### config.mk
export PLATFORM = sky130hd
export DESIGN_NAME = ccf_top
export DESIGN_NICKNAME = d
export VERILOG_FILES = /design/src/ccf_pkg.sv /design/src/ccf_sync.sv /design/src/ccf_chan.sv /design/src/ccf_top.sv
export SDC_FILE = /design/constraint.sdc
export NUM_CORES = 1
export LEC_CHECK = 0
export ABC_CLOCK_PERIOD_IN_PS = 5900
export BUFFER_PORTS_ARGS = -buffer_cell sky130_fd_sc_hd__buf_2
export CORE_ASPECT_RATIO = 1.1
export CORE_UTILIZATION = 30
export DETAILED_ROUTE_END_ITERATION = 8
export PLACE_DENSITY_LB_ADDON = 0.12
export SLEW_MARGIN = 10
export SYNTH_ARGS = -nofsm -noshare
export SYNTH_HDL_FRONTEND = slang
export SYNTH_SLANG_ARGS = --single-unit
### constraint.sdc
create_clock -name clk -period 5.9 [get_ports clk]
set_clock_uncertainty 0.15 [all_clocks]
set_input_delay 0.295 -clock clk [delete_from_list [all_inputs] [get_ports clk]]
set_output_delay 0.295 -clock clk [all_outputs]
set_load 0.03 [all_outputs]
### src/ccf_pkg.sv
package ccf_pkg;

  // widths and counts
  localparam int unsigned CNT_W = 16;
  localparam int unsigned ADDR_W = 6;
  localparam int unsigned DATA_W = 32;
  localparam int unsigned NUM_GR = 4;
  localparam int unsigned SYNC_IDX = 3;
  localparam int unsigned PSC_CNT_W = 3;

  // register byte offsets
  localparam logic [5:0] OFS_CTRL = 6'h00;
  localparam logic [5:0] OFS_MODE = 6'h04;
  localparam logic [5:0] OFS_COUNT = 6'h08;
  localparam logic [5:0] OFS_GRA = 6'h0c;
  localparam logic [5:0] OFS_GRB = 6'h10;
  localparam logic [5:0] OFS_GRC = 6'h14;
  localparam logic [5:0] OFS_GRD = 6'h18;
  localparam logic [5:0] OFS_FLAG = 6'h1c;
  localparam logic [5:0] OFS_ISTAT = 6'h20;
  localparam logic [5:0] OFS_IEN = 6'h24;
  localparam logic [5:0] OFS_ICLR = 6'h28;

  // field positions
  localparam int unsigned CTRL_RUN_BIT = 0;
  localparam int unsigned CTRL_PWM_BIT = 1;
  localparam int unsigned CTRL_PSC_LSB = 2;
  localparam int unsigned CTRL_PSC_W = 2;
  localparam int unsigned MODE_CAP_LSB = 0;
  localparam int unsigned MODE_TRG_LSB = 4;

  // reset values
  localparam logic [3:0] CTRL_RST = 4'h0;
  localparam logic [7:0] MODE_RST = 8'h00;
  localparam logic [15:0] CNT_RST = 16'h0000;
  localparam logic [15:0] GR_RST = 16'hffff;
  localparam logic [3:0] FLAG_RST = 4'h0;
  localparam logic [3:0] IEN_RST = 4'h0;

  typedef enum logic [1:0] {
    BUS_IDLE = 2'b01,
    BUS_ACK = 2'b10
  } ccf_bus_t;

endpackage : ccf_pkg

### src/ccf_sync.sv
`timescale 1ns/100ps
`default_nettype none

module ccf_sync #(
  parameter int unsigned WIDTH = 4
) (
  input wire logic clk,
  input wire logic rst_n,
  input wire logic [WIDTH-1:0] asyncIn,
  output logic [WIDTH-1:0] syncOut
);

  logic [WIDTH-1:0] stage1_ff;
  logic [WIDTH-1:0] stage2_ff;

  always_ff @(posedge clk) begin
    if (!rst_n) begin
      stage1_ff <= '0;
      stage2_ff <= '0;
    end else begin
      stage1_ff <= asyncIn;
      stage2_ff <= stage1_ff;
    end
  end

  assign syncOut = stage2_ff;

endmodule : ccf_sync

`default_nettype wire

### src/ccf_chan.sv
`timescale 1ns/100ps
`default_nettype none

module ccf_chan #(
  parameter bit IS_SYNC = 1'b0
) (
  input wire logic clk,
  input wire logic rst_n,
  input wire logic [ccf_pkg::CNT_W-1:0] count,
  input wire logic pwm,
  input wire logic capMode,
  input wire logic trigCh9,
  input wire logic pinRise,
  input wire logic ch9Match,
  input wire logic wrEn,
  input wire logic [ccf_pkg::CNT_W-1:0] wrData,
  output logic [ccf_pkg::CNT_W-1:0] grVal,
  output logic setEvt
);

  logic [ccf_pkg::CNT_W-1:0] grVal_ff;
  logic [ccf_pkg::CNT_W-1:0] nxt_grVal;
  logic eqPrev_ff;
  logic nxt_eqPrev;
  logic capNow;
  logic capEn;
  logic matchRise;

  always_comb begin
    capNow = trigCh9 ? ch9Match : pinRise;
    capEn = !pwm && capMode;
    nxt_eqPrev = (count == grVal_ff);
    matchRise = nxt_eqPrev && !eqPrev_ff;
    nxt_grVal = grVal_ff;
    if (capEn && capNow) begin
      nxt_grVal = count;
    end else if (wrEn) begin
      nxt_grVal = wrData;
    end
    if (pwm) begin
      setEvt = IS_SYNC && matchRise;
    end else if (capMode) begin
      setEvt = capNow && !trigCh9;
    end else begin
      setEvt = matchRise;
    end
  end

  always_ff @(posedge clk) begin
    if (!rst_n) begin
      grVal_ff <= ccf_pkg::GR_RST;
      eqPrev_ff <= 1'b0;
    end else begin
      grVal_ff <= nxt_grVal;
      eqPrev_ff <= nxt_eqPrev;
    end
  end

  assign grVal = grVal_ff;

  a_pwm_no_set: assert property (@(posedge clk) disable iff (!rst_n)
    (pwm && !IS_SYNC) |-> !setEvt)
    else $error("flag event raised for a non-sync register in pwm mode");

  a_capture_set: assert property (@(posedge clk) disable iff (!rst_n)
    (!pwm && capMode && !trigCh9 && pinRise) |-> setEvt ##1 (grVal_ff == $past(count)))
    else $error("pin capture did not load register and raise event");

  a_ch9_skip: assert property (@(posedge clk) disable iff (!rst_n)
    (!pwm && capMode && trigCh9) |-> !setEvt)
    else $error("channel 9 triggered capture raised a flag event");

  a_compare_set: assert property (@(posedge clk) disable iff (!rst_n)
    (!pwm && !capMode && (count == grVal_ff) && !eqPrev_ff) |-> setEvt)
    else $error("compare match did not raise flag event");

  a_sync_set: assert property (@(posedge clk) disable iff (!rst_n)
    (pwm && IS_SYNC && (count == grVal_ff) && !$past(count == grVal_ff)) |-> setEvt)
    else $error("sync register match in pwm mode did not raise event");

endmodule : ccf_chan

`default_nettype wire

### src/ccf_top.sv
// The Avalon-MM register port and the register offsets were left to the implementer.
`timescale 1ns/100ps
`default_nettype none

module ccf_top (
  input wire logic clk,
  input wire logic rst_n,
  input wire logic [ccf_pkg::ADDR_W-1:0] avs_address,
  input wire logic avs_read,
  input wire logic avs_write,
  input wire logic [ccf_pkg::DATA_W-1:0] avs_writedata,
  input wire logic [3:0] avs_byteenable,
  output logic [ccf_pkg::DATA_W-1:0] avs_readdata,
  output logic avs_waitrequest,
  input wire logic [ccf_pkg::NUM_GR-1:0] capPin,
  input wire logic ch9Match,
  output logic ch3MatchFlagA,
  output logic ch3MatchFlagB,
  output logic ch3MatchFlagC,
  output logic ch3MatchFlagD,
  output logic irq
);

  localparam int unsigned N = ccf_pkg::NUM_GR;
  localparam int unsigned W = ccf_pkg::CNT_W;

  // merge the two low byte lanes into a 16-bit register
  function automatic logic [15:0] ccf_merge16(input logic [15:0] old, input logic [31:0] wd,
                                              input logic [3:0] be);
    logic [15:0] res;
    res = old;
    if (be[0]) begin
      res[7:0] = wd[7:0];
    end
    if (be[1]) begin
      res[15:8] = wd[15:8];
    end
    return res;
  endfunction : ccf_merge16

  // bus slave state
  ccf_pkg::ccf_bus_t busSt_ff;
  ccf_pkg::ccf_bus_t nxt_busSt;
  logic waitRq_ff;
  logic nxt_waitRq;
  logic [ccf_pkg::DATA_W-1:0] rdData_ff;
  logic [ccf_pkg::DATA_W-1:0] nxt_rdData;
  logic rdAcc;
  logic wrAcc;
  logic wrLow;

  // control state
  logic [3:0] ctrl_ff;
  logic [3:0] nxt_ctrl;
  logic [7:0] mode_ff;
  logic [7:0] nxt_mode;
  logic [W-1:0] ch3FreeRunningCounter_ff;
  logic [W-1:0] nxt_ch3FreeRunningCounter;
  logic [ccf_pkg::PSC_CNT_W-1:0] pscCnt_ff;
  logic [ccf_pkg::PSC_CNT_W-1:0] nxt_pscCnt;
  logic [ccf_pkg::PSC_CNT_W-1:0] pscMask;
  logic cntTick;
  logic runEn;
  logic pwmEn;

  // flags and interrupt state
  logic [N-1:0] flags_ff;
  logic [N-1:0] nxt_flags;
  logic [N-1:0] armed_ff;
  logic [N-1:0] nxt_armed;
  logic [N-1:0] flagClr;
  logic [N-1:0] istat_ff;
  logic [N-1:0] nxt_istat;
  logic [N-1:0] ien_ff;
  logic [N-1:0] nxt_ien;
  logic irq_ff;
  logic nxt_irq;

  // capture inputs
  logic [N-1:0] capSync;
  logic [N-1:0] capPrev_ff;
  logic [N-1:0] pinRise;
  logic [N-1:0] setEvt;
  logic [N-1:0] grWrEn;
  logic [W-1:0] grVal [N];

  ccf_sync #(
    .WIDTH(N)
  ) u_sync (
    .clk(clk),
    .rst_n(rst_n),
    .asyncIn(capPin),
    .syncOut(capSync)
  );

  assign pinRise = capSync & ~capPrev_ff;
  assign runEn = ctrl_ff[ccf_pkg::CTRL_RUN_BIT];
  assign pwmEn = ctrl_ff[ccf_pkg::CTRL_PWM_BIT];

  genvar g;
  generate
    for (g = 0; g < N; g++) begin : g_chan
      ccf_chan #(
        .IS_SYNC(g == ccf_pkg::SYNC_IDX)
      ) u_chan (
        .clk(clk),
        .rst_n(rst_n),
        .count(ch3FreeRunningCounter_ff),
        .pwm(pwmEn),
        .capMode(mode_ff[ccf_pkg::MODE_CAP_LSB + g]),
        .trigCh9(mode_ff[ccf_pkg::MODE_TRG_LSB + g]),
        .pinRise(pinRise[g]),
        .ch9Match(ch9Match),
        .wrEn(grWrEn[g]),
        .wrData(ccf_merge16(grVal[g], avs_writedata, avs_byteenable)),
        .grVal(grVal[g]),
        .setEvt(setEvt[g])
      );
      assign grWrEn[g] = wrLow && (avs_address == ccf_pkg::OFS_GRA + 6'(4 * g));
    end
  endgenerate

  // bus handshake: request seen in IDLE, answered one cycle later in ACK
  always_comb begin
    nxt_busSt = ccf_pkg::BUS_IDLE;
    if (busSt_ff == ccf_pkg::BUS_IDLE && (avs_read || avs_write)) begin
      nxt_busSt = ccf_pkg::BUS_ACK;
    end
    nxt_waitRq = (nxt_busSt != ccf_pkg::BUS_ACK);
    rdAcc = avs_read && (busSt_ff == ccf_pkg::BUS_ACK);
    wrAcc = avs_write && (busSt_ff == ccf_pkg::BUS_ACK);
    wrLow = wrAcc && (avs_byteenable[1:0] != 2'h0);
    nxt_rdData = rdData_ff;
    if (busSt_ff == ccf_pkg::BUS_IDLE && avs_read) begin
      unique case (avs_address)
        ccf_pkg::OFS_CTRL: nxt_rdData = 32'(ctrl_ff);
        ccf_pkg::OFS_MODE: nxt_rdData = 32'(mode_ff);
        ccf_pkg::OFS_COUNT: nxt_rdData = 32'(ch3FreeRunningCounter_ff);
        ccf_pkg::OFS_GRA: nxt_rdData = 32'(grVal[0]);
        ccf_pkg::OFS_GRB: nxt_rdData = 32'(grVal[1]);
        ccf_pkg::OFS_GRC: nxt_rdData = 32'(grVal[2]);
        ccf_pkg::OFS_GRD: nxt_rdData = 32'(grVal[3]);
        ccf_pkg::OFS_FLAG: nxt_rdData = 32'(flags_ff);
        ccf_pkg::OFS_ISTAT: nxt_rdData = 32'(istat_ff);
        ccf_pkg::OFS_IEN: nxt_rdData = 32'(ien_ff);
        default: nxt_rdData = 32'h0000_0000;
      endcase
    end
  end

  always_ff @(posedge clk) begin
    if (!rst_n) begin
      busSt_ff <= ccf_pkg::BUS_IDLE;
      waitRq_ff <= 1'b1;
      rdData_ff <= 32'h0000_0000;
    end else begin
      busSt_ff <= nxt_busSt;
      waitRq_ff <= nxt_waitRq;
      rdData_ff <= nxt_rdData;
    end
  end

  // control, prescaler and counter
  always_comb begin
    nxt_ctrl = ctrl_ff;
    nxt_mode = mode_ff;
    if (wrAcc && avs_byteenable[0] && avs_address == ccf_pkg::OFS_CTRL) begin
      nxt_ctrl = avs_writedata[3:0];
    end
    if (wrAcc && avs_byteenable[0] && avs_address == ccf_pkg::OFS_MODE) begin
      nxt_mode = avs_writedata[7:0];
    end
    pscMask = ccf_pkg::PSC_CNT_W'((4'h1 << ctrl_ff[ccf_pkg::CTRL_PSC_LSB +: ccf_pkg::CTRL_PSC_W]) - 4'h1);
    cntTick = ((pscCnt_ff & pscMask) == pscMask);
    nxt_pscCnt = pscCnt_ff + 3'h1;
    nxt_ch3FreeRunningCounter = ch3FreeRunningCounter_ff;
    if (wrLow && avs_address == ccf_pkg::OFS_COUNT) begin
      nxt_ch3FreeRunningCounter = ccf_merge16(ch3FreeRunningCounter_ff, avs_writedata, avs_byteenable);
    end else if (runEn && cntTick) begin
      nxt_ch3FreeRunningCounter = ch3FreeRunningCounter_ff + 16'h0001;
    end
  end

  always_ff @(posedge clk) begin
    if (!rst_n) begin
      ctrl_ff <= ccf_pkg::CTRL_RST;
      mode_ff <= ccf_pkg::MODE_RST;
      pscCnt_ff <= 3'h0;
      ch3FreeRunningCounter_ff <= ccf_pkg::CNT_RST;
      capPrev_ff <= '0;
    end else begin
      ctrl_ff <= nxt_ctrl;
      mode_ff <= nxt_mode;
      pscCnt_ff <= nxt_pscCnt;
      ch3FreeRunningCounter_ff <= nxt_ch3FreeRunningCounter;
      capPrev_ff <= capSync;
    end
  end

  // match flags with read-then-write-0 clearing, interrupt status
  always_comb begin
    nxt_armed = armed_ff;
    flagClr = '0;
    if (rdAcc && avs_address == ccf_pkg::OFS_FLAG) begin
      nxt_armed = armed_ff | rdData_ff[N-1:0];
    end
    if (wrAcc && avs_byteenable[0] && avs_address == ccf_pkg::OFS_FLAG) begin
      flagClr = armed_ff & ~avs_writedata[N-1:0];
      nxt_armed = armed_ff & ~flagClr;
    end
    nxt_flags = (flags_ff & ~flagClr) | setEvt;
    nxt_ien = ien_ff;
    if (wrAcc && avs_byteenable[0] && avs_address == ccf_pkg::OFS_IEN) begin
      nxt_ien = avs_writedata[N-1:0];
    end
    nxt_istat = istat_ff;
    if (wrAcc && avs_byteenable[0] && avs_address == ccf_pkg::OFS_ICLR) begin
      nxt_istat = istat_ff & ~avs_writedata[N-1:0];
    end
    nxt_istat = nxt_istat | setEvt;
    nxt_irq = |(nxt_istat & nxt_ien);
  end

  always_ff @(posedge clk) begin
    if (!rst_n) begin
      flags_ff <= ccf_pkg::FLAG_RST;
      armed_ff <= '0;
      istat_ff <= '0;
      ien_ff <= ccf_pkg::IEN_RST;
      irq_ff <= 1'b0;
    end else begin
      flags_ff <= nxt_flags;
      armed_ff <= nxt_armed;
      istat_ff <= nxt_istat;
      ien_ff <= nxt_ien;
      irq_ff <= nxt_irq;
    end
  end

  assign avs_readdata = rdData_ff;
  assign avs_waitrequest = waitRq_ff;
  assign ch3MatchFlagA = flags_ff[0];
  assign ch3MatchFlagB = flags_ff[1];
  assign ch3MatchFlagC = flags_ff[2];
  assign ch3MatchFlagD = flags_ff[3];
  assign irq = irq_ff;

  a_flag_reset_zero: assert property (@(posedge clk) disable iff (!rst_n)
    $rose(rst_n) |-> (flags_ff == '0))
    else $error("match flags not zero after reset");

  a_clear_needs_read: assert property (@(posedge clk) disable iff (!rst_n)
    ((~flags_ff & $past(flags_ff) & ~$past(armed_ff)) == '0))
    else $error("flag cleared without a prior read as one");

  a_set_beats_clear: assert property (@(posedge clk) disable iff (!rst_n)
    (setEvt != '0) |=> ((flags_ff & $past(setEvt)) == $past(setEvt)))
    else $error("flag event lost");

  a_flag_holds: assert property (@(posedge clk) disable iff (!rst_n)
    !(wrAcc && avs_address == ccf_pkg::OFS_FLAG) |=> ((flags_ff & $past(flags_ff)) == $past(flags_ff)))
    else $error("flag dropped without a clearing write");

  // read taken, one idle cycle, write raised, write taken one cycle later
  a_read_write_clear: assert property (@(posedge clk) disable iff (!rst_n)
    (rdAcc && avs_address == ccf_pkg::OFS_FLAG && rdData_ff[0]) ##1 (!avs_read && !avs_write) [*1]
      ##1 (avs_write && !wrAcc)
      ##1 (wrAcc && avs_byteenable[0] && avs_address == ccf_pkg::OFS_FLAG && !avs_writedata[0] && !setEvt[0])
      |=> !flags_ff[0])
    else $error("read then write zero did not clear flag a");

  a_wait_answer: assert property (@(posedge clk) disable iff (!rst_n)
    (waitRq_ff && (avs_read || avs_write)) |=> !waitRq_ff ##1 waitRq_ff)
    else $error("waitrequest did not drop for exactly one cycle");

  a_irq_level: assert property (@(posedge clk) disable iff (!rst_n)
    irq_ff == |(istat_ff & ien_ff))
    else $error("interrupt output disagrees with enabled status");

  a_istat_sticky: assert property (@(posedge clk) disable iff (!rst_n)
    (setEvt != '0) |=> ((istat_ff & $past(setEvt)) == $past(setEvt)))
    else $error("status bit not set by a flag event");

  // only the synchronous register may raise an event while pwm is on
  a_pwm_abc_quiet: assert property (@(posedge clk) disable iff (!rst_n)
    pwmEn |-> (setEvt[2:0] == 3'h0))
    else $error("pwm mode raised a flag event for registers a to c");

  a_flag_pins: assert property (@(posedge clk) disable iff (!rst_n)
    $rose(rst_n) |-> !(ch3MatchFlagA || ch3MatchFlagB || ch3MatchFlagC || ch3MatchFlagD || irq))
    else $error("flag or interrupt pin high after reset");

endmodule : ccf_top

`default_nettype wire

======== Word level (Yosys, flattened, before mapping) ========
Index checks and enable logic that the tools add are counted.
Widths: inputs -> output; s select.
storage, ports and cells
  flip-flop bits (word level) ............. 163
  bits of input ports ..................... 51
  output and inout bits ................... 38
  word-level logic and storage cells ...... 168
operators by class
  add/subtract/negate cells ............... 3
  equal/unequal tests ..................... 20
  shifts and indexed selects .............. 1
  mux-type cells .......................... 31
  bitwise gates (word level) .............. 14
  reduce and logical (&&, ||, !) cells .... 71
operators by type and width
  operator               number
  $mux 16                10
  $pmux 16 s10           1
  $eq 16x16->1           4
  $logic_and 1x1->1      34
  $reduce_bool 2->1      15
  $and 4x4->4            6
  $eq 6x5->1 const B     4
  $mux 4                 5
  $reduce_and 2->1       10
  $eq 6x6->1 const B     3
  $add 16x1->16 const B  1
  $mux 8                 2
  $not 4->4              4
  $eq 6x4->1 const B     2
  $mux 1                 12
  $or 4x4->4             3
  $logic_not 1->1        9
  $eq 6x3->1 const B     1
  $logic_not 6->1        1
  $ne 2x2->1 const B     3
  $reduce_or 4->1        1
  $add 3x1->3 const B    1
  $and 3x3->3            1
  $eq 3x3->1             1
  other kinds (6)        6

======== Depth between registers and ports, before layout ========
Gate-level depths: netlist of run 1.
  depth after elaboration ................. 9
  mapped depth ............................ 9
  depth with buffers taken out ............ 7

======== Hierarchy ========
A second synthesis of run 1 with hierarchy kept.
second synthesis, totals
  cells, all modules ...................... 1094
  area, all modules ....................... 8699.6 um^2
by module, submodules not included
  module                            times used  cells an instance  area each (um^2)
  ccf_top                           1           610                4518.1
  ccf_chan at g_chan[0].u_chan ...  3           117                979.7
  ccf_chan at g_chan[3].u_chan      1           117                1032.2
  ccf_sync                          1           16                 210.2

======== Worst setup path after synthesis of run 1 ========
Ideal clock, no wire load.
  path kind ............................... register to register
  from .................................... reg avs_waitrequest (netlist name)
  to ...................................... reg g_chan[3].u_chan.grVal_ff, in the netlist g_chan[3].u_chan.grVal[12]
  arrival ................................. 1.855 ns
  data required time ...................... 5.624 ns
  slack ................................... 3.768 ns
  stages on the path, launching flop included .. 7
  cells stage by stage .................... dfxtp_1 > nand4b_1 > o31ai_1 > clkbuf_1 > nand3_1 > o21ai_0 > nand2_1
RTL lines
  item                  line            source
  to (signal assigned)  ccf_chan.sv:51  grVal_ff <= ccf_pkg::GR_RST;
  to (signal assigned)  ccf_chan.sv:54  grVal_ff <= nxt_grVal;
  to (decl)             ccf_chan.sv:21  logic [ccf_pkg::CNT_W-1:0] grVal_ff;

======== Final worst setup path of run 1 ========
  from .................................... reg ch3FreeRunningCounter_ff[4]
  to ...................................... reg irq_ff (netlist: irq)
on the way
  longest elaborated chain between the ends .. 7
  elaborated cells between the ends (all ways) .. 19
  those cells by class .................... eq/ne: 4; mux: 8; bitwise: 2; reduce/logical: 5
RTL lines
  item                    line            source
  from (decl)             ccf_top.sv:57   logic [W-1:0] ch3FreeRunningCounter_ff;
  from (signal assigned)  ccf_top.sv:189  ch3FreeRunningCounter_ff <= ccf_pkg::CNT_RST;
  from (signal assigned)  ccf_top.sv:195  ch3FreeRunningCounter_ff <= nxt_ch3FreeRunningCounter;
  $eq 16x16->1            ccf_chan.sv:32  nxt_eqPrev = (count == grVal_ff);
  $logic_and 1x1->1       ccf_chan.sv:33  matchRise = nxt_eqPrev && !eqPrev_ff;
  $mux 1                  ccf_chan.sv:42  end else if (capMode) begin
  $mux 1                  ccf_chan.sv:40  if (pwm) begin
  $or 4x4->4 *            ccf_top.sv:220  nxt_istat = nxt_istat | setEvt;
  $and 4x4->4 *           ccf_top.sv:221  nxt_irq = |(nxt_istat & nxt_ien);
  $reduce_or 4->1 *       ccf_top.sv:221
  to (signal assigned)    ccf_top.sv:236  irq_ff <= nxt_irq;
  to (decl)               ccf_top.sv:76   logic irq_ff;
Every way passes the cells marked *; elsewhere a longest branch is shown, timed or not.
A chain may end at the register's enable or synchronous reset.

==> results.json, run 1 <==
{
  "status": "finished, final reports clean",
  "syn2layout_area_growth_pct": 13.03,
  "timing_hold_violations_final": 0,
  "vdd_drop_max_mv": 0.1704,
  "post-route-min-period_ns": 2.874,
  "preCtsSetupSlack_ns": 2.801,
  "power.leakage_nw": 3.659,
  "met2_length_um": 12130,
  "start_util": 0.3070,
  "cp-end-kind": "flop",
  "track_usage": 0.2030,
  "r2r_slack_ns": 3.03,
  "cts_sinks": 146,
  "ys_seq_area_frac": 0.3620,
  "yosysMostFrequentCell": "nand2_1",
  "worstSetupPathType": "reg -> reg",
  "dp_hpwl_um": 19180,
  "io_buffer_count": 54,
  "clk_pin_slew_worst_paths_ns": 0.07,
  "wire_per_inst_um": 19.22,
  "synth_area_leader_cell": "dfxtp_1",
  "hold_depth": 3,
  "slew_violations": 0,
  "synth_top_cell_area_share": 0.3620,
  "tightest_slew_ns": 1.164,
  "dr.first_iter.drc_count": 545,
  "drc": 0,
  "synth_edf_count": 0,
  "vias": 7355,
  "syn-cell-area_um2": 8074,
  "antenna_left": 0,
  "wirelength_um": 27340,
  "post_drt_via_cell_ratio": 5.172,
  "diodes": 0,
  "wl_met1_um": 13650,
  "ys_top_cells_by_area": "dfxtp_1 (36%), nand2_1 (9.6%), mux2i_1 (7.8%), xor2_1 (6.9%), o21ai_0 (6.6%)",
  "drive_above_1_share": 0.1056,
  "synth_common_cells": "nand2_1 (207), dfxtp_1 (146), o21ai_0 (106), nor2_1 (92), xor2_1 (64)",
  "clock_latency_ns": 0.44,
  "root_buffer": "clkbuf_16",
  "synth.avg_cell_area_um2": 7.697,
  "io_pins": 89,
  "fp.dieArea_um2": 27570,
  "finalNetCount": 1110,
  "setup_violations": 0,
  "crit_arrival_ns": 3.09,
  "cts_tree": "yes",
  "hold_path_class": "in -> reg",
  "die_h_um": 174.1,
  "max-slew-margin-rel": 0.2186,
  "gp_congestion": 0.8297,
  "max_freq_mhz": 347.9,
  "topRoutingLayerUsed": "met4",
  "fp.dieW_um": 158.4,
  "critical_path_required_ns": 6.11,
  "fin_tns_setup_ns": 0,
  "met3_length_um": 1057,
  "powerDensity_nw_per_um2": 245.4,
  "synth_cell_type_count": 65,
  "antenna_found_initial": 0,
  "placementRows": 62,
  "layout_setup_ws_ns": 3.026,
  "fin_crit_sh": 0.4872,
  "yosysWarnings": 0,
  "cts_made_buffers": 17,
  "crit_fanout": 16,
  "post-cts-setup-buffer-count": 0,
  "core-area_um2": 26300,
  "startpoint_type": "flop",
  "cts_buffer_depth": 2,
  "grt_overflow_total": 0,
  "grt_pass1_wl_um": 41590,
  "synth-main-ff-cell": "dfxtp_1",
  "cts_max_level": 4,
  "reg2regPathDepth": 6,
  "rsz0062_at_grt": "no",
  "maxCapViolations": 0,
  "ys_ff_latch": 146,
  "fill_cells": 2828,
  "async_flop_share": 0,
  "synthCells": 1049,
  "grt_max_degree": 83,
  "grt_pass1_vias": 6744,
  "first_pass_iters": 6
}
flip-flops by register name, indices dropped and copies added, names as in the netlist, 4 cells and up:
signal / cells
u_sync.stage1_ff: 4
avs_readdata: 16
mode_ff: 8
capPrev_ff: 4
flags_ff: 4
g_chan.u_chan.eqPrev_ff: 4
ien_ff: 4
ch3FreeRunningCounter_ff: 16
u_sync.syncOut: 4
g_chan.u_chan.grVal: 64
armed_ff: 4
ctrl_ff: 4
istat_ff: 4
worst max-delay path: stages (launching register included):
cell     delay, ns
dfxtp_1       0.79
xor2_1        0.15
nor4_1        0.46
nand4_1       0.29
o21ai_0       0.62
o21ai_0       0.22
nand4_1       0.14
final timing paths:
path / endpoint / startpoint
min: mode_ff[5] / avs_writedata[5]
min reg2reg: u_sync.syncOut[0] / u_sync.stage1_ff[0]
max reg2reg: irq / ch3FreeRunningCounter_ff[4]
max: irq / ch3FreeRunningCounter_ff[4]
through the flow:
| step | std cells | cell area, µm² | util | hold WS [ns] | power, mW |
|---|---|---|---|---|---|
| final | 1422 | 9126 | 0.3470 | 0.07815 | 2.239 |
| after CTS | 1422 | 9126 | 0.3470 | 0.06666 | 2.265 |
| after detailed placement | 1386 | 8499 | 0.3232 | 0.2679 | 1.154 |
| after floorplan | 1064 | 8130 | - | 0.2619 | 1.109 |
| after global placement | 1386 | 8499 | 0.3232 | 0.2665 | 1.154 |
| after global routing | 1422 | 9126 | 0.3470 | 0.08416 | 2.324 |
cells in the final DEF, fill, tap and decap left out, types with 4 or more instances in the layout:
cell type | netlist | routed
nand3_1 | 18 | 18
buf_2 | 12 | 54
nor4_1 | 17 | 17
clkbuf_16 | 0 | 17
xor2_1 | 64 | 64
mux2i_1 | 63 | 63
a21oi_1 | 43 | 43
inv_1 | 5 | 5
nor3_1 | 7 | 7
nand2_1 | 207 | 207
nor2b_1 | 5 | 5
a221o_1 | 4 | 4
nand4_1 | 14 | 14
or3_1 | 4 | 4
nand4b_1 | 4 | 4
a31oi_1 | 8 | 8
o21ai_0 | 106 | 106
and2_1 | 16 | 16
dlygate4sd3_1 | 0 | 4
o22ai_1 | 5 | 5
dfxtp_1 | 146 | 146
o21ai_1 | 9 | 9
nor2_1 | 92 | 92
conb_1 | 1 | 16
and3_1 | 27 | 27
buf_4 | 17 | 13
o31ai_1 | 5 | 5
a21boi_0 | 4 | 4
a22oi_1 | 26 | 26
layout make-up:
class	instances	area, µm²	area share
multi-input combinational	815	4746	0.5200
sequential	146	2923	0.3203
clock buffer	21	460.4	0.05045
tap	352	440.4	0.04826
timing repair buffer	71	407.9	0.04469
clock inverter	11	126.4	0.01385
inverter	6	22.52	0.002468
power breakdown:
group	switching [mW]	internal [mW]
Combinational	0.0999	0.0377
Sequential	0.00407	0.992
Clock	0.457	0.649
Total	0.561	1.68
routing by layer:
metal,global-route usage,vias to the layer above
met5,0,-
met4,0.05609,0
met3,0.02967,27
met2,0.3121,184
met1,0.2919,3520
li1,-,3624
timing repair:
| item | in CTS | in global routing |
|---|---|---|
| gates resized for setup | 0 | 0 |
| hold endpoints to repair | 4 | 0 |
| hold buffers | 4 | 0 |
cell families after synthesis:
family / share of synthesized area
and+or+nand+nor: 0.2427
AOI/OAI and AO/OA: 0.1753
DFF: 0.3620
buffers and inverters: 0.05951
muxes: 0.08647
xor gates and xnor gates: 0.07051
adders and majority gates: 0.003099
other: 0.0004645
(Power assumes the default switching activity.)
==> run 2: changes to the inputs <==
--- a/config.mk
+++ b/config.mk
@@ -5,7 +5,8 @@
 export SDC_FILE = /design/constraint.sdc
 export NUM_CORES = 1
 export LEC_CHECK = 0
-export ABC_CLOCK_PERIOD_IN_PS = 5900
+export ABC_AREA = 1
+export ABC_CLOCK_PERIOD_IN_PS = 2700
 export BUFFER_PORTS_ARGS = -buffer_cell sky130_fd_sc_hd__buf_2
 export CORE_ASPECT_RATIO = 1.1
 export CORE_UTILIZATION = 30
==> constraint.sdc (replaced) <==
create_clock -name clk -period 2.7 [get_ports clk]
set_clock_uncertainty 0.15 [all_clocks]
set_input_delay 0.135 -clock clk [delete_from_list [all_inputs] [get_ports clk]]
set_output_delay 0.135 -clock clk [all_outputs]
set_load 0.03 [all_outputs]
==> run 2 against run 1 <==
The run now ends with negative hold slack left. Clock power increased by 120%. Sequential share of layout area down 2.3 points. Synthesized area rose by 4.4%. Global-route usage grew 0.84 points. Cell area increased by 7.9%. Core utilization grew 0.82 points. Critical endpoint is now g_chan[1].u_chan.grVal[13]. Largest cell class unchanged. Highest routed layer unchanged.
==> results.json, run 2 <==
{
  "met2_length_um": 14360,
  "io_buffer_count": 54,
  "power.leakage_nw": 4.694,
  "mostFrequentLayoutCells": "nand2_1 (369), inv_1 (155), dfxtp_1 (146)",
  "final_common_cell": "nand2_1",
  "violations": "negative hold slack",
  "synthCells": 1251,
  "cts_buffer_depth": 2,
  "fp.dieW_um": 161.9,
  "synth.avg_cell_area_um2": 6.741,
  "wirelength_um": 29260,
  "antenna_left": 0,
  "syn2layout_area_growth_pct": 16.72,
  "yosys.area_share.simple": 0.2642,
  "synth_top_family_by_area": "simple AND/OR/NAND/NOR gates",
  "crit_fanout": 13,
  "worstSetupPathType": "reg -> reg",
  "max_freq_mhz": 428.6,
  "cpMaxStageDelayCell": "a21oi_2",
  "cts_sinks": 146,
  "post-route-min-period_ns": 2.333,
  "synth_xor_area_frac": 0.02804,
  "synthAdderAreaFrac": 0.002967,
  "maxCapViolations": 0,
  "async_flop_share": 0,
  "critical_path_required_ns": 2.83,
  "crit_arrival_ns": 2.47,
  "cts_max_level": 4,
  "synth_edf_count": 0,
  "max-slew-margin-rel": 0.4200,
  "timing.hold.ws_ns": -0.0001101,
  "grt_pass1_wl_um": 45730,
  "track_usage": 0.2115,
  "grt_max_degree": 96,
  "crit_chain": "nor2_1 > nand3_1 > inv_1 > a21oi_2 > inv_1 > o211ai_1 > o211ai_1",
  "cts_made_buffers": 17,
  "p_total_mw": 4.982,
  "hold_path_class": "in -> reg",
  "clk_pin_slew_worst_paths_ns": 0.07,
  "fin_cells": 1689,
  "io_pins": 89,
  "fin_util": 0.3553,
  "drive_above_1_share": 0.1237,
  "fin_crit_sh": 0.8641,
  "gp_congestion": 0.8592,
  "diodes": 0,
  "rsz0062_at_grt": "no",
  "synth_top_cell_area_share": 0.3466,
  "wire_per_inst_um": 17.32,
  "post_drt_via_cell_ratio": 4.843,
  "vdd_drop_max_mv": 0.3223,
  "vias": 8180,
  "die_h_um": 177.8,
  "ys_top_cells_by_area": "dfxtp_1 (35%), nand2_1 (16%), o211ai_1 (11%), inv_1 (6.9%), nor2_1 (3.6%)",
  "yosysWarnings": 0,
  "fp.dieArea_um2": 28790,
  "status": "complete, but fails checks",
  "synth-main-ff-cell": "dfxtp_1",
  "placementRows": 64,
  "fin_tns_setup_ns": 0,
  "cts_tree": "yes",
  "dp_hpwl_um": 20860,
  "first_pass_iters": 5,
  "start_util": 0.3044,
  "muxShareOfSynthArea": 0,
  "grt_overflow_total": 0,
  "synth-compound-area-share": 0.2269,
  "finalNetCount": 1366,
  "r2r_slack_ns": 0.37,
  "ys_ff_latch": 146,
  "dr.first_iter.drc_count": 640,
  "wl_met1_um": 13320,
  "cp_slowest_stage_delay_ns": 0.59,
  "synth_area_leader_cell": "dfxtp_1",
  "slew_violations": 0,
  "met3_length_um": 956,
  "synth_common_cells": "nand2_1 (369), inv_1 (155), dfxtp_1 (146), o211ai_1 (121), nor2_1 (80)",
  "clock_latency_ns": 0.43,
  "timing_hold_violations_final": 1,
  "syn-cell-area_um2": 8433,
  "drc": 0,
  "antenna_found_initial": 0,
  "root_buffer": "clkbuf_16",
  "topRoutingLayerUsed": "met4",
  "startpoint_type": "flop",
  "yosysMostFrequentCell": "nand2_1",
  "powerDensity_nw_per_um2": 506.1,
  "grt_pass1_vias": 7814,
  "placed_cells": 1632,
  "setup_violations": 0,
  "tightest_slew_ns": 0.8688,
  "synth_cell_type_count": 44,
  "ctsResizeCount": 0,
  "core-area_um2": 27710,
  "ys_seq_area_frac": 0.3466,
  "cp-end-kind": "flop",
  "largest_register_ffs": 64
}
==> run 2: cell count changes in the layout (fill, tap and decap cells not counted), sizes merged, moves of 31 or more <==
cell	previous run	this run
xor2	64	25
nand3	18	49
inv	9	178
o211ai	0	123
mux2i	63	0
nand2	207	377
o21ai	115	68
==> run 2: power by group <==
group          internal, mW  switching, mW
Clock                  1.39           1.09
Sequential             2.17         0.0113
Combinational        0.0956          0.218
==> run 2: cell type report <==
cell class              count  area, µm²
clock buffers              17      425.4
clock inverters            15      172.7
fillers                  3038      17860
inverters                 176      669.4
multi-input cells         868       4463
flip-flops and latches    146       2923
well taps                 363      454.2
repair buffers            104      735.7
==> run 2: cell families (layout without fill, tap and decap cells) <==
kind of cell             count (synthesis)  count (layout)
AO/OA/AOI/OAI                          293             293
XOR/XNOR                                27              27
adder cells (fa/ha/maj)                  2               2
buffers and inverters                  252             312
flip-flops                             146             146
other                                    1              16
AND/OR/NAND/NOR                        530             530
==> run 2: final timing paths <==
path                       start                    endpoint  depth (start not counted)
min reg2reg  u_sync.stage1_ff[0]           u_sync.syncOut[0]                          2
max                   ctrl_ff[1]  g_chan[1].u_chan.grVal[13]                          7
max reg2reg           ctrl_ff[1]  g_chan[1].u_chan.grVal[13]                          7
min            avs_writedata[13]  g_chan[3].u_chan.grVal[13]                          5
==> run 2: critical path: cells and delay by family, from the launching register on <==
| kind | cells | cell delay [ns] |
|---|---|---|
| buffers and inverters | 2 | 0.38 |
| AOI/OAI and AO/OA | 3 | 0.88 |
| DFF | 1 | 0.51 |
| and+or+nand+nor | 2 | 0.26 |
==> run 2: per-stage QoR <==
stage	setup WS, ns	hold slack, ns	cell area, µm²
4_1_cts	0.4008	0.01252	9843
2_1_floorplan	0.8342	0.08263	8489
5_1_grt	0.1988	0.05665	9843
3_5_place_dp	0.4093	0.1684	8995
3_3_place_gp	0.4397	0.1690	8995
6_report	0.3669	-0.0001101	9843
==> run 2: what timing repair did <==
action / CTS / global route
setup buffers: 0 / 0
hold endpoints to repair: 43 / 0
hold buffers: 25 / 0
setup endpoints to repair: 0 / 0
==> run 2: per-layer routing <==
metal  vias to the layer above  track usage
li1                       4194            -
met1                      3793       0.2699
met2                       166       0.3682
met3                        27      0.02711
met4                         0      0.06368
met5                         -            0
